===== config.mk =====
export PLATFORM = sky130hd
export DESIGN_NAME = sar_adc_device_flat
export DESIGN_NICKNAME = d
export VERILOG_FILES = /design/src/hdl/sar_adc_pkg.sv /design/src/hdl/sar_link_if.sv /design/src/hdl/sar_adc_device.sv /design/src/flat_wrapper.sv
export VERILOG_INCLUDE_DIRS = /design/src /design/src/hdl
export SDC_FILE = /design/constraint.sdc
export NUM_CORES = 1
export LEC_CHECK = 0
export BUFFER_PORTS_ARGS = -buffer_cell sky130_fd_sc_hd__buf_2
export CELL_PAD_IN_SITES_DETAIL_PLACEMENT = 1
export CELL_PAD_IN_SITES_GLOBAL_PLACEMENT = 1
export CORE_UTILIZATION = 49
export CTS_CLUSTER_DIAMETER = 50
export DETAILED_ROUTE_END_ITERATION = 6
export GPL_TIMING_DRIVEN = 1
export PLACE_DENSITY = 0.84
export SKIP_LAST_GASP = 1
export SLEW_MARGIN = 20
export SYNTH_ARGS = -nofsm -noshare
export SYNTH_HDL_FRONTEND = slang
export SYNTH_SLANG_ARGS = --single-unit

===== constraint.sdc =====
create_clock -name clk -period 5.6 [get_ports clk]
set_clock_uncertainty 0.05 [all_clocks]
set_input_delay 0.28 -clock clk [delete_from_list [all_inputs] [get_ports clk]]
set_output_delay 0.28 -clock clk [all_outputs]
set_load 0.005 [all_outputs]

===== src/hdl/sar_adc_defines.svh =====
// Constants shared by both ends of the converter serial link
`ifndef SAR_ADC_DEFINES_SVH
`define SAR_ADC_DEFINES_SVH
`define SAR_CLK_NS          50
`define SAR_T_CONV_MIN_NS   500
`define SAR_T_CONV_MAX_NS   2200
`define SAR_CONV_MIN_CYC    ((`SAR_T_CONV_MIN_NS + `SAR_CLK_NS - 1) / `SAR_CLK_NS)
`define SAR_CONV_MAX_CYC    (`SAR_T_CONV_MAX_NS / `SAR_CLK_NS)
`define SAR_CONV_DONE       6'(`SAR_CONV_MAX_CYC - 1)
`define SAR_BITS_PLAIN      5'h10
`define SAR_BITS_BUSY       5'h11
`define SAR_CODE_MAX        16'hffff
`define SAR_CODE_MIN        16'h0000
`define SAR_HOST_HOLD       6'h04
`define SAR_HOST_MARGIN     6'h06
`define SAR_HOST_WAIT       6'(`SAR_CONV_MAX_CYC + 6)
`define SAR_HOST_HALF       6'h08
`define SAR_HOST_PERIOD     6'h10
`define SAR_REG_CTRL        8'h00
`define SAR_REG_STATUS      8'h04
`define SAR_REG_DATA        8'h08
`define SAR_CTRL_START      0
`define SAR_CTRL_FOUR_WIRE  1
`define SAR_CTRL_USE_BUSY   2
`define SAR_STAT_ACTIVE     0
`define SAR_STAT_DONE       1
`endif


===== src/hdl/sar_adc_pkg.sv =====
// Types shared by both ends of the converter serial link
package sar_adc_pkg;
    // Converter sequencing states
    typedef enum logic [3:0] {
        ST_ACQ   = 4'b0001,
        ST_CONV  = 4'b0010,
        ST_READY = 4'b0100,
        ST_SHIFT = 4'b1000
    } dev_state_t;
    // Controller sequencing states
    typedef enum logic [4:0] {
        HS_IDLE = 5'b00001,
        HS_CNV  = 5'b00010,
        HS_WAIT = 5'b00100,
        HS_SEL  = 5'b01000,
        HS_CLK  = 5'b10000
    } host_state_t;
endpackage : sar_adc_pkg


===== src/hdl/sar_link_if.sv =====
// Serial link between converter and controller
`timescale 1ns/1ps
interface sar_link_if;
    logic convert_start;    // Conversion start / select, from controller
    logic serial_clock;     // Readout clock, from controller
    logic serial_data_in;   // Mode / select line, from controller
    logic sdo_out;          // Converter data bit
    logic sdo_oe_n;         // Converter drive enable, low drives
    logic sdo_line;         // Resolved line level
    // External pull-up: an undriven line reads high
    assign sdo_line = sdo_oe_n ? 1'b1 : sdo_out;
    modport device (input convert_start, input serial_clock, input serial_data_in,
                    output sdo_out, output sdo_oe_n);
    modport host (output convert_start, output serial_clock, output serial_data_in,
                  input sdo_line);
endinterface : sar_link_if


===== src/hdl/sar_adc_device.sv =====
// Converter end: mode selection, conversion timing and serial readout
// Behaviour
// - Sample data-in level at start rise: mode
// - Data-in tied to start selects chain
// - Power down after each conversion
// - Select mode busy if line low at end
// - Chain busy if clock high at start
// - Start rise begins conversion, output floats
// - Conversion runs to end; busy floats meanwhile
// - Host waits max time without busy
// - 3-wire: start fall gives MSB, shift on falls
// - Output changes on clock falling edges
// - 3-wire: float after 16th fall or start rise
// - 3-wire no busy: host restores start early
// - Select busy: output driven low at completion
// - Busy: start bit first; select mode floats after 17th fall
// - 3-wire busy: host lowers start early
// - 4-wire: host keeps start high throughout
// - Both lines low: output driven low
// - 4-wire no busy: host restores data-in early
// - 4-wire: data-in fall gives MSB, float later
// - 4-wire busy: host lowers data-in early
// - Contention on output is harmless
// - Straight binary, saturating code
// - Internal clock times the conversion
`timescale 1ns/1ps
`include "sar_adc_defines.svh"
module sar_adc_device (
    input  wire logic               clk,
    input  wire logic               rst_n,
    sar_link_if.device              link,
    input  wire logic signed [17:0] analog_code,
    output logic             [15:0] last_result,
    output logic                    converting,
    output logic                    powered_down,
    output logic                    chain_mode,
    output logic                    busy_enabled
);
    import sar_adc_pkg::*;

    // Clamp the sampled input into the unsigned code range
    function automatic logic [15:0] saturate(input logic signed [17:0] v);
        if (v < 0)
            return `SAR_CODE_MIN;
        else if (v > 18'sd65535)
            return `SAR_CODE_MAX;
        else
            return v[15:0];
    endfunction : saturate

    dev_state_t  state;         // Sequencing state
    dev_state_t  next_state;    // Next sequencing state
    logic [2:0]  pin_meta;      // First sync stage {start, data-in, clock}
    logic [2:0]  pin_sync;      // Second sync stage
    logic [2:0]  pin_prev;      // Previous synced sample, for edges
    logic [5:0]  conv_cnt;      // Internal conversion timer
    logic [15:0] result;        // Held conversion result
    logic [16:0] shift_reg;     // Output shifter, bit 16 on the pin
    logic [4:0]  bit_cnt;       // Falling edges seen in readout
    logic        busy_mode;     // Start bit in front of data
    logic        mode_chain;    // Chain mode selected

    // Decoded pin levels and edges
    wire cnv_s      = pin_sync[2];
    wire sdi_s      = pin_sync[1];
    wire cnv_rise   = pin_sync[2] & ~pin_prev[2];
    wire cnv_fall   = ~pin_sync[2] & pin_prev[2];
    wire sck_fall   = ~pin_sync[0] & pin_prev[0];
    wire sel_act    = ~(pin_sync[2] & pin_sync[1]);
    wire sel_prev   = ~(pin_prev[2] & pin_prev[1]);
    wire sel_fall   = sel_act & ~sel_prev;
    wire sel_rise   = ~sel_act & sel_prev;
    wire both_low   = ~cnv_s & ~sdi_s;
    wire conv_done  = (state == ST_CONV) && (conv_cnt == `SAR_CONV_DONE);
    // In select mode busy is decided by the select lines at completion
    wire busy_now   = mode_chain ? busy_mode : sel_act;
    wire [4:0] bit_limit = busy_mode ? `SAR_BITS_BUSY : `SAR_BITS_PLAIN;
    wire shift_live = (state == ST_SHIFT) &&
                      (mode_chain || (sel_act && (bit_cnt < bit_limit)));
    wire next_oe_n  = ~(both_low | shift_live);
    wire next_bit   = both_low ? 1'b0 : shift_reg[16];

    // Two-stage sync of the link pins; only pin_sync reads pin_meta
    // Edges show two to three clocks after the pin moves; the host allows for it
    always_ff @(posedge clk or negedge rst_n) begin
        if (!rst_n) begin
            pin_meta <= 3'h0;
            pin_sync <= 3'h0;
            pin_prev <= 3'h0;
        end else begin
            pin_meta <= {link.convert_start, link.serial_data_in, link.serial_clock};
            pin_sync <= pin_meta;
            pin_prev <= pin_sync;
        end
    end

    // Sequencing
    always_comb begin
        next_state = state;
        unique case (state)
            ST_ACQ: begin
                if (cnv_rise)
                    next_state = ST_CONV;
            end
            ST_CONV: begin
                // Further start edges are ignored until done
                if (conv_done)
                    next_state = (mode_chain || busy_now) ? ST_SHIFT : ST_READY;
            end
            ST_READY: begin
                if (cnv_rise)
                    next_state = ST_CONV;
                else if (sel_fall)
                    next_state = ST_SHIFT;
            end
            ST_SHIFT: begin
                // A new start edge outranks any deselect in the same cycle
                if (cnv_rise)
                    next_state = ST_CONV;
                else if (mode_chain ? cnv_fall : sel_rise)
                    next_state = ST_ACQ;
            end
            default: next_state = ST_ACQ;
        endcase
    end

    // State register
    always_ff @(posedge clk or negedge rst_n) begin
        if (!rst_n)
            state <= ST_ACQ;
        else
            state <= next_state;
    end

    // Mode and busy capture at the start edge; select-mode busy is taken again at completion
    always_ff @(posedge clk or negedge rst_n) begin
        if (!rst_n) begin
            mode_chain <= 1'b0;
            busy_mode  <= 1'b0;
        end else if (cnv_rise && state != ST_CONV) begin
            // Level just before the edge: a tied line reads low
            mode_chain <= ~pin_prev[1];
            busy_mode  <= ~pin_prev[1] & pin_prev[0];
        end else if (conv_done && !mode_chain) begin
            busy_mode  <= sel_act;
        end
    end

    // Conversion timer on the internal clock; sample held at the start
    // Completion always lands on the maximum time, safe for any host timing
    always_ff @(posedge clk or negedge rst_n) begin
        if (!rst_n) begin
            conv_cnt <= 6'h00;
            result   <= `SAR_CODE_MIN;
        end else if (cnv_rise && state != ST_CONV) begin
            conv_cnt <= 6'h00;
            result   <= saturate(analog_code);
        end else if (state == ST_CONV) begin
            conv_cnt <= conv_cnt + 6'h01;
        end
    end

    // Output shifter: loaded at completion, advanced on clock falls
    always_ff @(posedge clk or negedge rst_n) begin
        if (!rst_n) begin
            shift_reg <= 17'h00000;
            bit_cnt   <= 5'h00;
        end else if (conv_done) begin
            // Busy puts a start bit ahead of the MSB: low in select mode
            shift_reg <= busy_now ? {mode_chain, result} : {result, 1'b0};
            bit_cnt   <= 5'h00;
        end else if (state == ST_READY && sel_fall) begin
            bit_cnt   <= 5'h00;
        end else if (state == ST_SHIFT && sck_fall && bit_cnt < bit_limit) begin
            shift_reg <= {shift_reg[15:0], mode_chain & sdi_s};
            bit_cnt   <= bit_cnt + 5'h01;
        end
    end

    // Pin drive; registered so the pin never glitches on decode.
    // Several converters may drive together; the pad tolerates it.
    // Both-low drive wins over the shifter in every state, conversion included
    always_ff @(posedge clk or negedge rst_n) begin
        if (!rst_n) begin
            link.sdo_out  <= 1'b0;
            link.sdo_oe_n <= 1'b1;
        end else begin
            link.sdo_out  <= next_bit;
            link.sdo_oe_n <= next_oe_n;
        end
    end

    // Status towards the user side
    always_ff @(posedge clk or negedge rst_n) begin
        if (!rst_n)
            last_result <= `SAR_CODE_MIN;
        else if (conv_done)
            last_result <= result;
    end

    // Power drops once the conversion phase ends
    assign converting   = (state == ST_CONV);
    assign powered_down = (state != ST_CONV);
    assign chain_mode   = mode_chain;
    assign busy_enabled = busy_mode;
endmodule : sar_adc_device


===== src/flat_wrapper.sv =====
// flat-port wrapper written by rule: the top's interface ports become plain ports
module sar_adc_device_flat import sar_adc_pkg::*;
  (clk, rst_n, analog_code, last_result, converting, powered_down, chain_mode, busy_enabled, link_convert_start, link_serial_clock, link_serial_data_in, link_sdo_out, link_sdo_oe_n);
  sar_link_if link_i ();
  input  wire logic clk;
  input  wire logic rst_n;
  input  wire logic signed [17:0] analog_code;
  output logic             [15:0] last_result;
  output logic converting;
  output logic powered_down;
  output logic chain_mode;
  output logic busy_enabled;
  input wire logic [$bits(link_i.convert_start)-1:0] link_convert_start;
  input wire logic [$bits(link_i.serial_clock)-1:0] link_serial_clock;
  input wire logic [$bits(link_i.serial_data_in)-1:0] link_serial_data_in;
  output wire logic [$bits(link_i.sdo_out)-1:0] link_sdo_out;
  output wire logic [$bits(link_i.sdo_oe_n)-1:0] link_sdo_oe_n;
  assign link_i.convert_start = link_convert_start;
  assign link_i.serial_clock = link_serial_clock;
  assign link_i.serial_data_in = link_serial_data_in;
  assign link_sdo_out = link_i.sdo_out;
  assign link_sdo_oe_n = link_i.sdo_oe_n;
  sar_adc_device u_core (.clk(clk), .rst_n(rst_n), .link(link_i), .analog_code(analog_code), .last_result(last_result), .converting(converting), .powered_down(powered_down), .chain_mode(chain_mode), .busy_enabled(busy_enabled));
endmodule

# --- Word-level counts from Yosys, hierarchy flattened ---
# Index checks and enable logic that the tools add are counted.
# Widths: inputs -> output; s select.
classes:
  n_lt_le_gt_ge: 3
  div_mod_pow: 0
  shifts: 0
  bitwise_logic: 19
  n_eq_ne: 11
  mux: 25
  add_sub_neg: 2
  reduce_logical: 17
  mul: 0
ops:
  columns: ["operator", "count"]
  rows:
  - ["$mux 17", 4]
  - ["$mux 16", 2]
  - ["$mux 4", 7]
  - ["$gt 18x17->1 const B", 1]
  - ["$lt 18x1->1 const B", 1]
  - ["$pmux 4 s4", 1]
  - ["$mux 5", 3]
  - ["$mux 6", 2]
  - ["$and 1x1->1", 10]
  - ["$logic_and 1x1->1", 8]
  - ["$not 1->1", 8]
  - ["$add 6x1->6 const B", 1]
  - ["$eq 6x6->1 const B", 1]
  - ["$mux 1", 6]
  - ["$ne 2x1->1 const B", 3]
  - ["$reduce_bool 2->1", 3]
  - ["$add 5x1->5 const B", 1]
  - ["$lt 5x5->1", 1]
  - ["$eq 4x1->1 const B", 1]
  - ["$eq 4x2->1 const B", 1]
  - ["$eq 4x3->1 const B", 1]
  - ["$eq 4x4->1 const B", 1]
  - ["$ne 4x2->1 const B", 1]
  - ["$reduce_and 4->1", 1]
  - ["7 further kinds", 8]
totals:
  romBits: 0
  elab_cells: 90
  ramBits: 0
  input_bits: 23
  out_inout_bits: 22
  register_bits: 77
  latchBits: 0
  memories: 0

# --- Logic depth before layout (Yosys ltp) ---
# Gate-level depths: netlist of run 1.
logic_depth:
  word_depth: 7
  mapped_depth: 9
  ltp_nobuf: 6

# --- Worst setup path before layout of run 1 ---
# Ideal clock, no wire load.
synth_timing:
  kind: "register -> register"
  start: "reg u_core.state[2]"
  end: "reg u_core.shift_reg[10]"
  path_slack_ns: 3.411
  required_ns: 5.425
  setup_ns: 0.125
  n_path_buf: 3
  stages_incl_launch_ff: 9
  arrival_time_ns: 2.013
  period_less_slack_ns: 2.189
  path_cell_list: "dfrtp_1 -> buf_6 -> or4b_1 -> buf_2 -> clkinv_4 -> nand4_4 -> o21ai_4 -> buf_8 -> mux2_4"
synth_between:
  elab_cells_between_ends: 11
  classes_between: "eq/ne: 4; mux: 1; reduce/logical: 6"
synth_rtl:
  columns: ["element", "line", "rtl"]
  rows:
  - ["start, declared", "sar_adc_device.sv:51", "dev_state_t state;"]
  - ["start signal, assigned", "sar_adc_device.sv:132", "state <= next_state;"]
  - ["$eq 4x2->1 *", null, null]
  - ["net converting", "flat_wrapper.sv:9", "output logic converting;"]
  - ["$logic_and 1x1->1 *", "sar_adc_device.sv:74", "wire conv_done = (state == ST_CONV) && (conv_cnt == `SAR_CONV_DONE);"]
  - ["$ne 2x1->1 (no source line) / $reduce_bool 2->1 (equally long branches)", null, null]
  - ["$reduce_and 2->1 (no source line)", null, null]
  - ["end signal, assigned", "sar_adc_device.sv:170", "shift_reg <= busy_now ? {mode_chain, result} : {result, 1'b0};"]
  - ["end signal, assigned", "sar_adc_device.sv:175", "shift_reg <= {shift_reg[15:0], mode_chain & sdi_s};"]
  - ["end, declared", "sar_adc_device.sv:58", "logic [16:0] shift_reg;"]
# The timed path passes the listed nets; every way through them passes the cells marked *.
# A chain may end at the register's enable or synchronous reset.

# --- Final worst setup path of run 1 ---
layout_timing:
  start: "reg u_core.state[2]"
  end: "reg u_core.shift_reg[3]"
layout_between:
  elab_chain_cells: 5
  elab_cells_between_ends: 11
  classes_between: "eq/ne: 4; mux: 1; reduce/logical: 6"
layout_lines:
  columns: ["element", "line", "rtl"]
  rows:
  - ["$eq 4x4->1", "sar_adc_device.sv:174", "end else if (state == ST_SHIFT && sck_fall && bit_cnt < bit_limit) begin"]
  - ["$logic_and 1x1->1 (2 in a row)", "sar_adc_device.sv:174", null]
  - ["$reduce_bool 2->1 (no source line)", null, null]
  - ["$reduce_and 2->1 (no source line)", null, null]
# Several ways; a longest one is shown, not always the timed one.

==> results.txt, run 1 <==
For this run, the total global-route usage over all layers was measured as 0.220. The final max-slew violation count is 0. The worst endpoint required time came out at 5.78 ns. The floorplan die width is 88.1 um.

For the pin with the worst max-slew slack, the measured transition is 0.983 ns. The number of max-cap violations came out at 0. The run finished with clean final reports.

The clock transition at the registers of the reported paths came out at 0.09 ns. The routed layout has 2612 vias. The path class of the tightest hold or removal check is input pin to async pin.

Buffers placed on the I/O ports in this run total 44. The share of post-route cells with drive strength above 1 came out at 0.265. The diode insertion count for antenna repair came out at 0. From bottom edge to top edge, the die measures 88.1 um. The number of global-route vias before repair is 2697. Post-CTS repair changed the size of 0 cells. The total die area came out at 0.00776 sq mm.

Walking the worst path, the cells encountered are or4b_1, clkinv_4, nand4_4, o21ai_4, mux2_2. In the finished design, the share of the clock period the worst path needs comes to 0.586. The area share of the largest cell type after synthesis came out at 0.517. By count the netlist is led by sky130_fd_sc_hd__dfrtp_1 (75), sky130_fd_sc_hd__nand2_1 (45), sky130_fd_sc_hd__nor2_1 (27), sky130_fd_sc_hd__o21ai_0 (27), sky130_fd_sc_hd__mux2_2 (26). The worst setup path is captured at a flip-flop.

The number of nets with antenna violations after detailed routing is 0. The H-tree depth came out at 3. STA classifies the critical path startpoint as a flip-flop.

The category of the critical setup timing path is flip-flop to flip-flop. The number of distinct library cell variants in the gate-level netlist after synthesis is 48. The detail-routed via count per cell came out at 5.52.

The sink count of the clock tree came out at 77. The area growth from synthesis to layout came out at 12.5%. The share of the Yosys chip area taken by registers is 0.532.

The static leakage is 0.00196 uW. The tree is rooted in a sky130_fd_sc_hd__clkbuf_8. The final wirelength came out at 7.75 mm. The final critical path time including I/O delays and setup is 3.28 ns. The number of antenna violations at the first check in global routing is 0. The first detailed-routing pass ran for 4 iterations.

A synthesized cell averages 11.0 sq um. Headroom to the max-slew limit came out at 0.345. The maximum clock frequency came out at 305 MHz. The peak ir drop on the vdd network came out at 0.155 mV. The first global-routing pass estimated 13.1 mm of wire. Ranked by total cell area, the synthesized netlist is headed by sky130_fd_sc_hd__dfrtp_1 (52%), sky130_fd_sc_hd__mux2_2 (8.1%), sky130_fd_sc_hd__nand2_1 (4.7%). The number of inserted filler cells in the final layout is 806.

Routability-driven placement finished with a final weighted congestion of 0.770. The remaining design rule violation count came out at 0. After floorplanning, the core was sized to cover 0.00721 sq mm. The most used flip-flop cell after synthesis is sky130_fd_sc_hd__dfrtp_1. For the worst-skew pair, the clock arrives at the later sink with an insertion delay of 0.34 ns. The total standard cell area after synthesis came out at 0.00363 sq mm. Among all cell types in the netlist, the one instantiated most often is sky130_fd_sc_hd__dfrtp_1.

The starting density of the core came out at 0.503. The register bit count reported by yosys came out at 77. The number of core rows is 31. Entering global routing, the biggest net connects 78 pins. The overall overflow remaining after global route came out at 0. The power density normalized to cell area came out at 370 mW/mm^2.

The clock passes through at most 2 buffers. The area used by sequential logic in the layout is 0.00193 sq mm. The number of setup violations in the final report is 0. The flip-flop count of the largest register after layout came out at 17. In the synthesized netlist, the number of instances is 331. The starting DRC count in detailed routing is 96. The TritonCTS clock tree is yes.

Setup repair after global routing left no endpoint under its margin. In the final routed layout, each cell accounts on average for 16.4 um. sky130_fd_sc_hd__dfrtp_1 takes more of the synthesized area than any other cell.

The data arrival time of the critical path came out at 3.46 ns. The total number of nets in the final design came out at 394. The half-perimeter wire length after detailed placement is 5.20 mm. The post-synthesis net count came out at 356. The highest cell delay on the worst timing path is 0.79 ns. In this run, synthesis inferred 0 flip-flops with an integrated enable.

The final sum of negative setup slack is 0 ns. The biggest fanout along the worst timing path came out at 54. The combined area of the multi-input logic cells is 0.00157 sq mm. Counting flops with an async set or reset pin after synthesis yields a share of 1.00.

The count of warnings emitted by yosys is 0. The final hold violation count came out at 0. The cell area after layout is 0.00409 sq mm. The number of placed I/O pins came out at 45.

The slowest library cell on the worst path is sky130_fd_sc_hd__or4b_1. The placed instances occupy a cell area of 0.00386 sq mm. The number of buffers inserted during clock tree synthesis is 9.
[worst paths after layout]
| path | startpoint | end | depth (start not counted) | slack, ns |
|---|---|---|---|---|
| max | u_core.state[2]$_DFFE_PN0P_ | u_core.shift_reg[3]$_DFFE_PN0P_ | 5 | 2.32 |
| min | rst_n | u_core.bit_cnt[3]$_DFFE_PN0P_ | 1 | 0.02 |
| max reg2reg | u_core.state[2]$_DFFE_PN0P_ | u_core.shift_reg[3]$_DFFE_PN0P_ | 5 | 2.32 |
| min reg2reg | u_core.pin_meta[0]$_DFF_PN0_ | u_core.pin_sync[0]$_DFF_PN0_ | 0 | 0.31 |
| max in group asynchronous | rst_n | u_core.result[8]$_DFFE_PN0P_ | 1 | 4.82 |
| min in group clk | analog_code[2] | u_core.result[2]$_DFFE_PN0P_ | 3 | 0.15 |
[repair_timing]
action | 4_1_cts | 5_1_grt
buffers inserted | 0 | 0
endpoints found under the hold margin | 3 | 0
hold buffers | 3 | 0
[area by class of cell]
cell class | count | area share
Multi-Input combinational cell | 232 | 0.384
Clock inverter | 6 | 0.0175
Clock buffer | 10 | 0.0312
Inverter | 2 | 0.00306
Tap cell | 99 | 0.0303
Timing Repair Buffer | 47 | 0.0619
Sequential cell | 77 | 0.472
[logic make-up after synthesis]
family                   after synthesis  synth area share
XOR/XNOR                               6            0.0145
flip-flops                            77             0.532
AO/OA/AOI/OAI                         73             0.126
multiplexers                          47             0.147
adder cells (fa/ha/maj)                2           0.00689
buffers and inverters                 22            0.0372
AND/OR/NAND/NOR                      104             0.137
[where the power goes]
| part | total (uW) | switching [uW] | internal, uW | leakage, uW |
|---|---|---|---|---|
| combinational | 346 | 189 | 157 | 0.000845 |
| sequential | 741 | 100 | 641 | 0.00102 |
| clock | 423 | 213 | 210 | 0.0000935 |
[worst max-delay path, delay by kind of cell (launching register included)]
family,cells,cell delay [ns]
AO/OA/AOI/OAI,1,0.59
AND/OR/NAND/NOR,2,1.42
flip-flops,1,0.49
buffers and inverters,1,0.17
multiplexers,1,0.41
[cells in the final DEF (no fill, tap or decap), drive strengths merged, types with 3 or more instances in the layout]
cell type	Yosys	routed
nor3	4	4
nand2b	4	4
inv	1	3
buf	11	44
dfrtp	75	75
dlygate4sd3	0	3
nand4	3	3
mux2i	15	15
mux2	32	32
o21ai	30	30
a21oi	12	12
nand2	45	45
clkbuf	9	10
nor2b	3	3
o31ai	17	17
nand3	7	7
nor2	27	27
xnor2	4	4
[layer usage]
layer	vias to the layer above	GRT usage	share of wire	wire length (um)
met5	-	0	0	0
met4	0	0.0572	0.011	88
met3	8	0.0424	0.020	157
met2	39	0.369	0.50	3850
met1	1313	0.295	0.47	3650
li1	1252	-	-	-
[through the flow]
stage	power [uW]	cells	util	hold WS (ns)	setup WS (ns)
6_report	1510	473	0.566	0.0231	2.32
5_1_grt	1600	473	0.566	0.109	2.11
3_3_place_gp	1070	454	0.534	0.282	2.45
3_5_place_dp	1100	454	0.535	0.289	2.31
4_1_cts	1530	473	0.566	0.0720	2.32
2_1_floorplan	984	331	-	-0.0656	3.41
Note: power is estimated with default switching activity, not from simulation.
==> run 2, diff against run 1 <==
--- a/config.mk
+++ b/config.mk
@@ -9,11 +9,11 @@
 export BUFFER_PORTS_ARGS = -buffer_cell sky130_fd_sc_hd__buf_2
 export CELL_PAD_IN_SITES_DETAIL_PLACEMENT = 1
 export CELL_PAD_IN_SITES_GLOBAL_PLACEMENT = 1
-export CORE_UTILIZATION = 49
+export CORE_UTILIZATION = 41
 export CTS_CLUSTER_DIAMETER = 50
 export DETAILED_ROUTE_END_ITERATION = 6
 export GPL_TIMING_DRIVEN = 1
-export PLACE_DENSITY = 0.84
+export PLACE_DENSITY = 0.75
 export SKIP_LAST_GASP = 1
 export SLEW_MARGIN = 20
 export SYNTH_ARGS = -nofsm -noshare
==> constraint.sdc (replaced) <==
create_clock -name clk -period 2.9 [get_ports clk]
set_clock_uncertainty 0.05 [all_clocks]
set_input_delay 0.145 -clock clk [delete_from_list [all_inputs] [get_ports clk]]
set_output_delay 0.145 -clock clk [all_outputs]
set_load 0.005 [all_outputs]
==> run 2 against run 1 <==
Against the previous run:
- critical path depth grew 2
- count of clock-buffer cells in the layout unchanged
- routed wire length up 7.0%
- hold slack lost 0.0081 ns
- register-to-register slack lost 1.9 ns
- worst setup slack got worse by 1.9 ns
- first-iteration DRC count is 10% higher
- critical endpoint is now u_core.shift_reg[6]$_DFFE_PN0P_
==> results.txt, run 2 (synthesized netlist as in run 1, its figures left out) <==
Summed over all layers, the global routing overflow is 0. In the final design database the tool counted 406 nets. The worst hold path depth is 3.

After clock tree synthesis, the clock-pin slew on the worst setup and hold paths is 0.09 ns. The most common cell after layout, fill and taps aside is sky130_fd_sc_hd__dfrtp_1. Setup repair after global routing left no endpoint under its margin.

The number of max-cap violations is 0. The final hold violation count is 0. After detailed routing, the number of remaining DRC violations is 0. The peak ir drop on the vdd network came out at 0.295 mV.

The die is 96.1 um tall. The floorplan core area came out at 0.00838 sq mm. The run finished with clean final reports. The largest net degree at the start of global routing came out at 78. The maximum clock frequency is 402 MHz.

In this run the deepest clock path goes through 2 buffers. The TritonCTS clock tree is yes. Of the total power, registers draw 0.495. In the layout the commonest cells are sky130_fd_sc_hd__dfrtp_1 (75), sky130_fd_sc_hd__nand2_1 (45), sky130_fd_sc_hd__buf_2 (43). The mean routed wirelength per cell came out at 16.9 um. The sink count of the clock tree came out at 77. The data arrival time of the critical path came out at 2.70 ns. The combined area of the multi-input logic cells is 0.00157 sq mm.

The final critical path time including I/O delays and setup is 2.49 ns. The part of the power in the clock network is 0.273. Cell internal power was estimated by the tool at 1900 uW. The initial utilization of the core area, before any placement, comes to 0.433. The detail route stage leaves a number of antenna-violating nets equal to 0. The area used by sequential logic in the layout is 0.00193 sq mm. The final max-slew violation count came out at 0.

Setup total negative slack on the finished layout was measured at 0 ns. The static leakage is 0.00201 uW. The number of inserted filler cells in the final layout came out at 923. The number of setup violations in the final report is 0.

The worst hold path belongs to the class input pin to flip-flop. The number of global-route vias before repair came to 2734. The number of core rows came out at 33.

CTS built an H-tree with a depth of 3. The half-perimeter wire length after detailed placement came out at 5.47 mm. The register with the most flip-flops in the layout has 17 of them. The slew of the pin with the lowest slew margin is 0.979 ns.

The combinational power share is 0.232. The insertion delay to the later sink of the worst-skew pair is 0.36 ns. The critical path is of the flip-flop to flip-flop type.

The worst endpoint required time came out at 3.11 ns. The worst setup path is captured at a flip-flop. The routability congestion estimate is 0.771.

After detailed placement, the design holds a cell count of 465. The wire length of the first global-routing pass came out at 13.6 mm. The via count of the routed design came out at 2693. The biggest fanout along the worst timing path came out at 30. The filler-free cell count of the finished design came out at 491. The first TritonRoute pass finished after 4 iterations. Of the cells placed in the final design, the portion with a size suffix greater than 1 is 0.269. The area growth from synthesis to layout is 15.4%. The switching power total came out at 1000 uW. Of the total power, the share spent switching nets is 0.345. In this run the post-CTS setup repair buffer count came out at 0. The final wirelength came out at 8.30 mm. The number of cells on the worst reg-to-reg path is 7. The diode insertion count for antenna repair came out at 0. The power density normalized to cell area is 692 mW/mm^2.

From left edge to right edge, the die measures 96.1 um. STA classifies the critical path startpoint as a flip-flop. Pin placement for this block handled 45 I/O pins.

Across every metal layer, demand over resource in global routing totals 0.195. The number of buffers inserted during clock tree synthesis came out at 9. The die covers 0.00923 sq mm.

The starting DRC count in detailed routing came out at 106. Port buffering added 44 buffers. The worst pin sits at a relative slew slack of 0.347. In the routed layout, each cell is associated on average with a via count of 5.48. The ratio of final minimum period to clock period is 0.859. The number of antenna violations at the first check in global routing is 0.

The buffer cell driving the clock tree root is sky130_fd_sc_hd__clkbuf_8.
## run 2: routing by layer
metal  GRT usage  vias to the layer above  share of wire
li1            -                     1276              -
met1       0.252                     1357           0.45
met2       0.320                       51           0.50
met3      0.0521                        9          0.035
met4      0.0560                        0          0.011
met5           0                        -              0
## run 2: critical path: stages, from the launching register on
cell and delay [ns]:
sky130_fd_sc_hd__dfrtp_1 0.50, sky130_fd_sc_hd__or4b_1 0.79, sky130_fd_sc_hd__clkinv_4 0.17, sky130_fd_sc_hd__nand4_4 0.14
sky130_fd_sc_hd__buf_4 0.27, sky130_fd_sc_hd__nand2_1 0.10, sky130_fd_sc_hd__o21ai_0 0.09, sky130_fd_sc_hd__mux2_2 0.27
## run 2: area by class of cell
class | instances | share of cell area
repair buffers | 59 | 0.0860
multi-input cells | 232 | 0.374
clock buffers | 10 | 0.0329
flip-flops and latches | 77 | 0.461
clock inverters | 6 | 0.0125
well taps | 105 | 0.0314
inverters | 2 | 0.00299
## run 2: power by group through the flow
| stage | Combinational, uW | Sequential, uW | Clock, uW |
|---|---|---|---|
| detailed placement | 674 | 1460 | 0 |
| global route | 760 | 1470 | 858 |
| global placement | 648 | 1450 | 0 |
| floorplan | 534 | 1370 | 0 |
| CTS | 686 | 1440 | 821 |
| finish | 673 | 1440 | 791 |
## run 2: what timing repair did
action,in CTS,in global routing
hold endpoints to repair,84,0
hold buffers,10,0
resized for setup,0,0
## run 2: per-stage QoR
step	hold WS [ns]	cell area (sq um)	utilization	worst slack, ns	total power (uW)
floorplan	-0.201	3630	-	0.711	1900
global placement	0.206	3900	0.465	0.517	2100
detailed placement	0.208	3900	0.465	0.427	2130
CTS	0.00211	4190	0.500	0.409	2950
global route	0.0160	4190	0.500	0.281	3080
finish	0.0149	4190	0.500	0.410	2900
## run 2: final timing paths
path,from,endpoint,slack (ns)
setup / recovery,u_core.state[2]$_DFFE_PN0P_,u_core.shift_reg[6]$_DFFE_PN0P_,0.41
hold / removal,analog_code[10],u_core.result[10]$_DFFE_PN0P_,0.01
setup reg to reg,u_core.state[2]$_DFFE_PN0P_,u_core.shift_reg[6]$_DFFE_PN0P_,0.41
hold reg to reg,u_core.pin_meta[0]$_DFF_PN0_,u_core.pin_sync[0]$_DFF_PN0_,0.31
max in group asynchronous,rst_n,u_core.last_result[15]$_DFFE_PN0N_,1.73
min in group asynchronous,rst_n,u_core.conv_cnt[4]$_DFFE_PN0P_,0.43
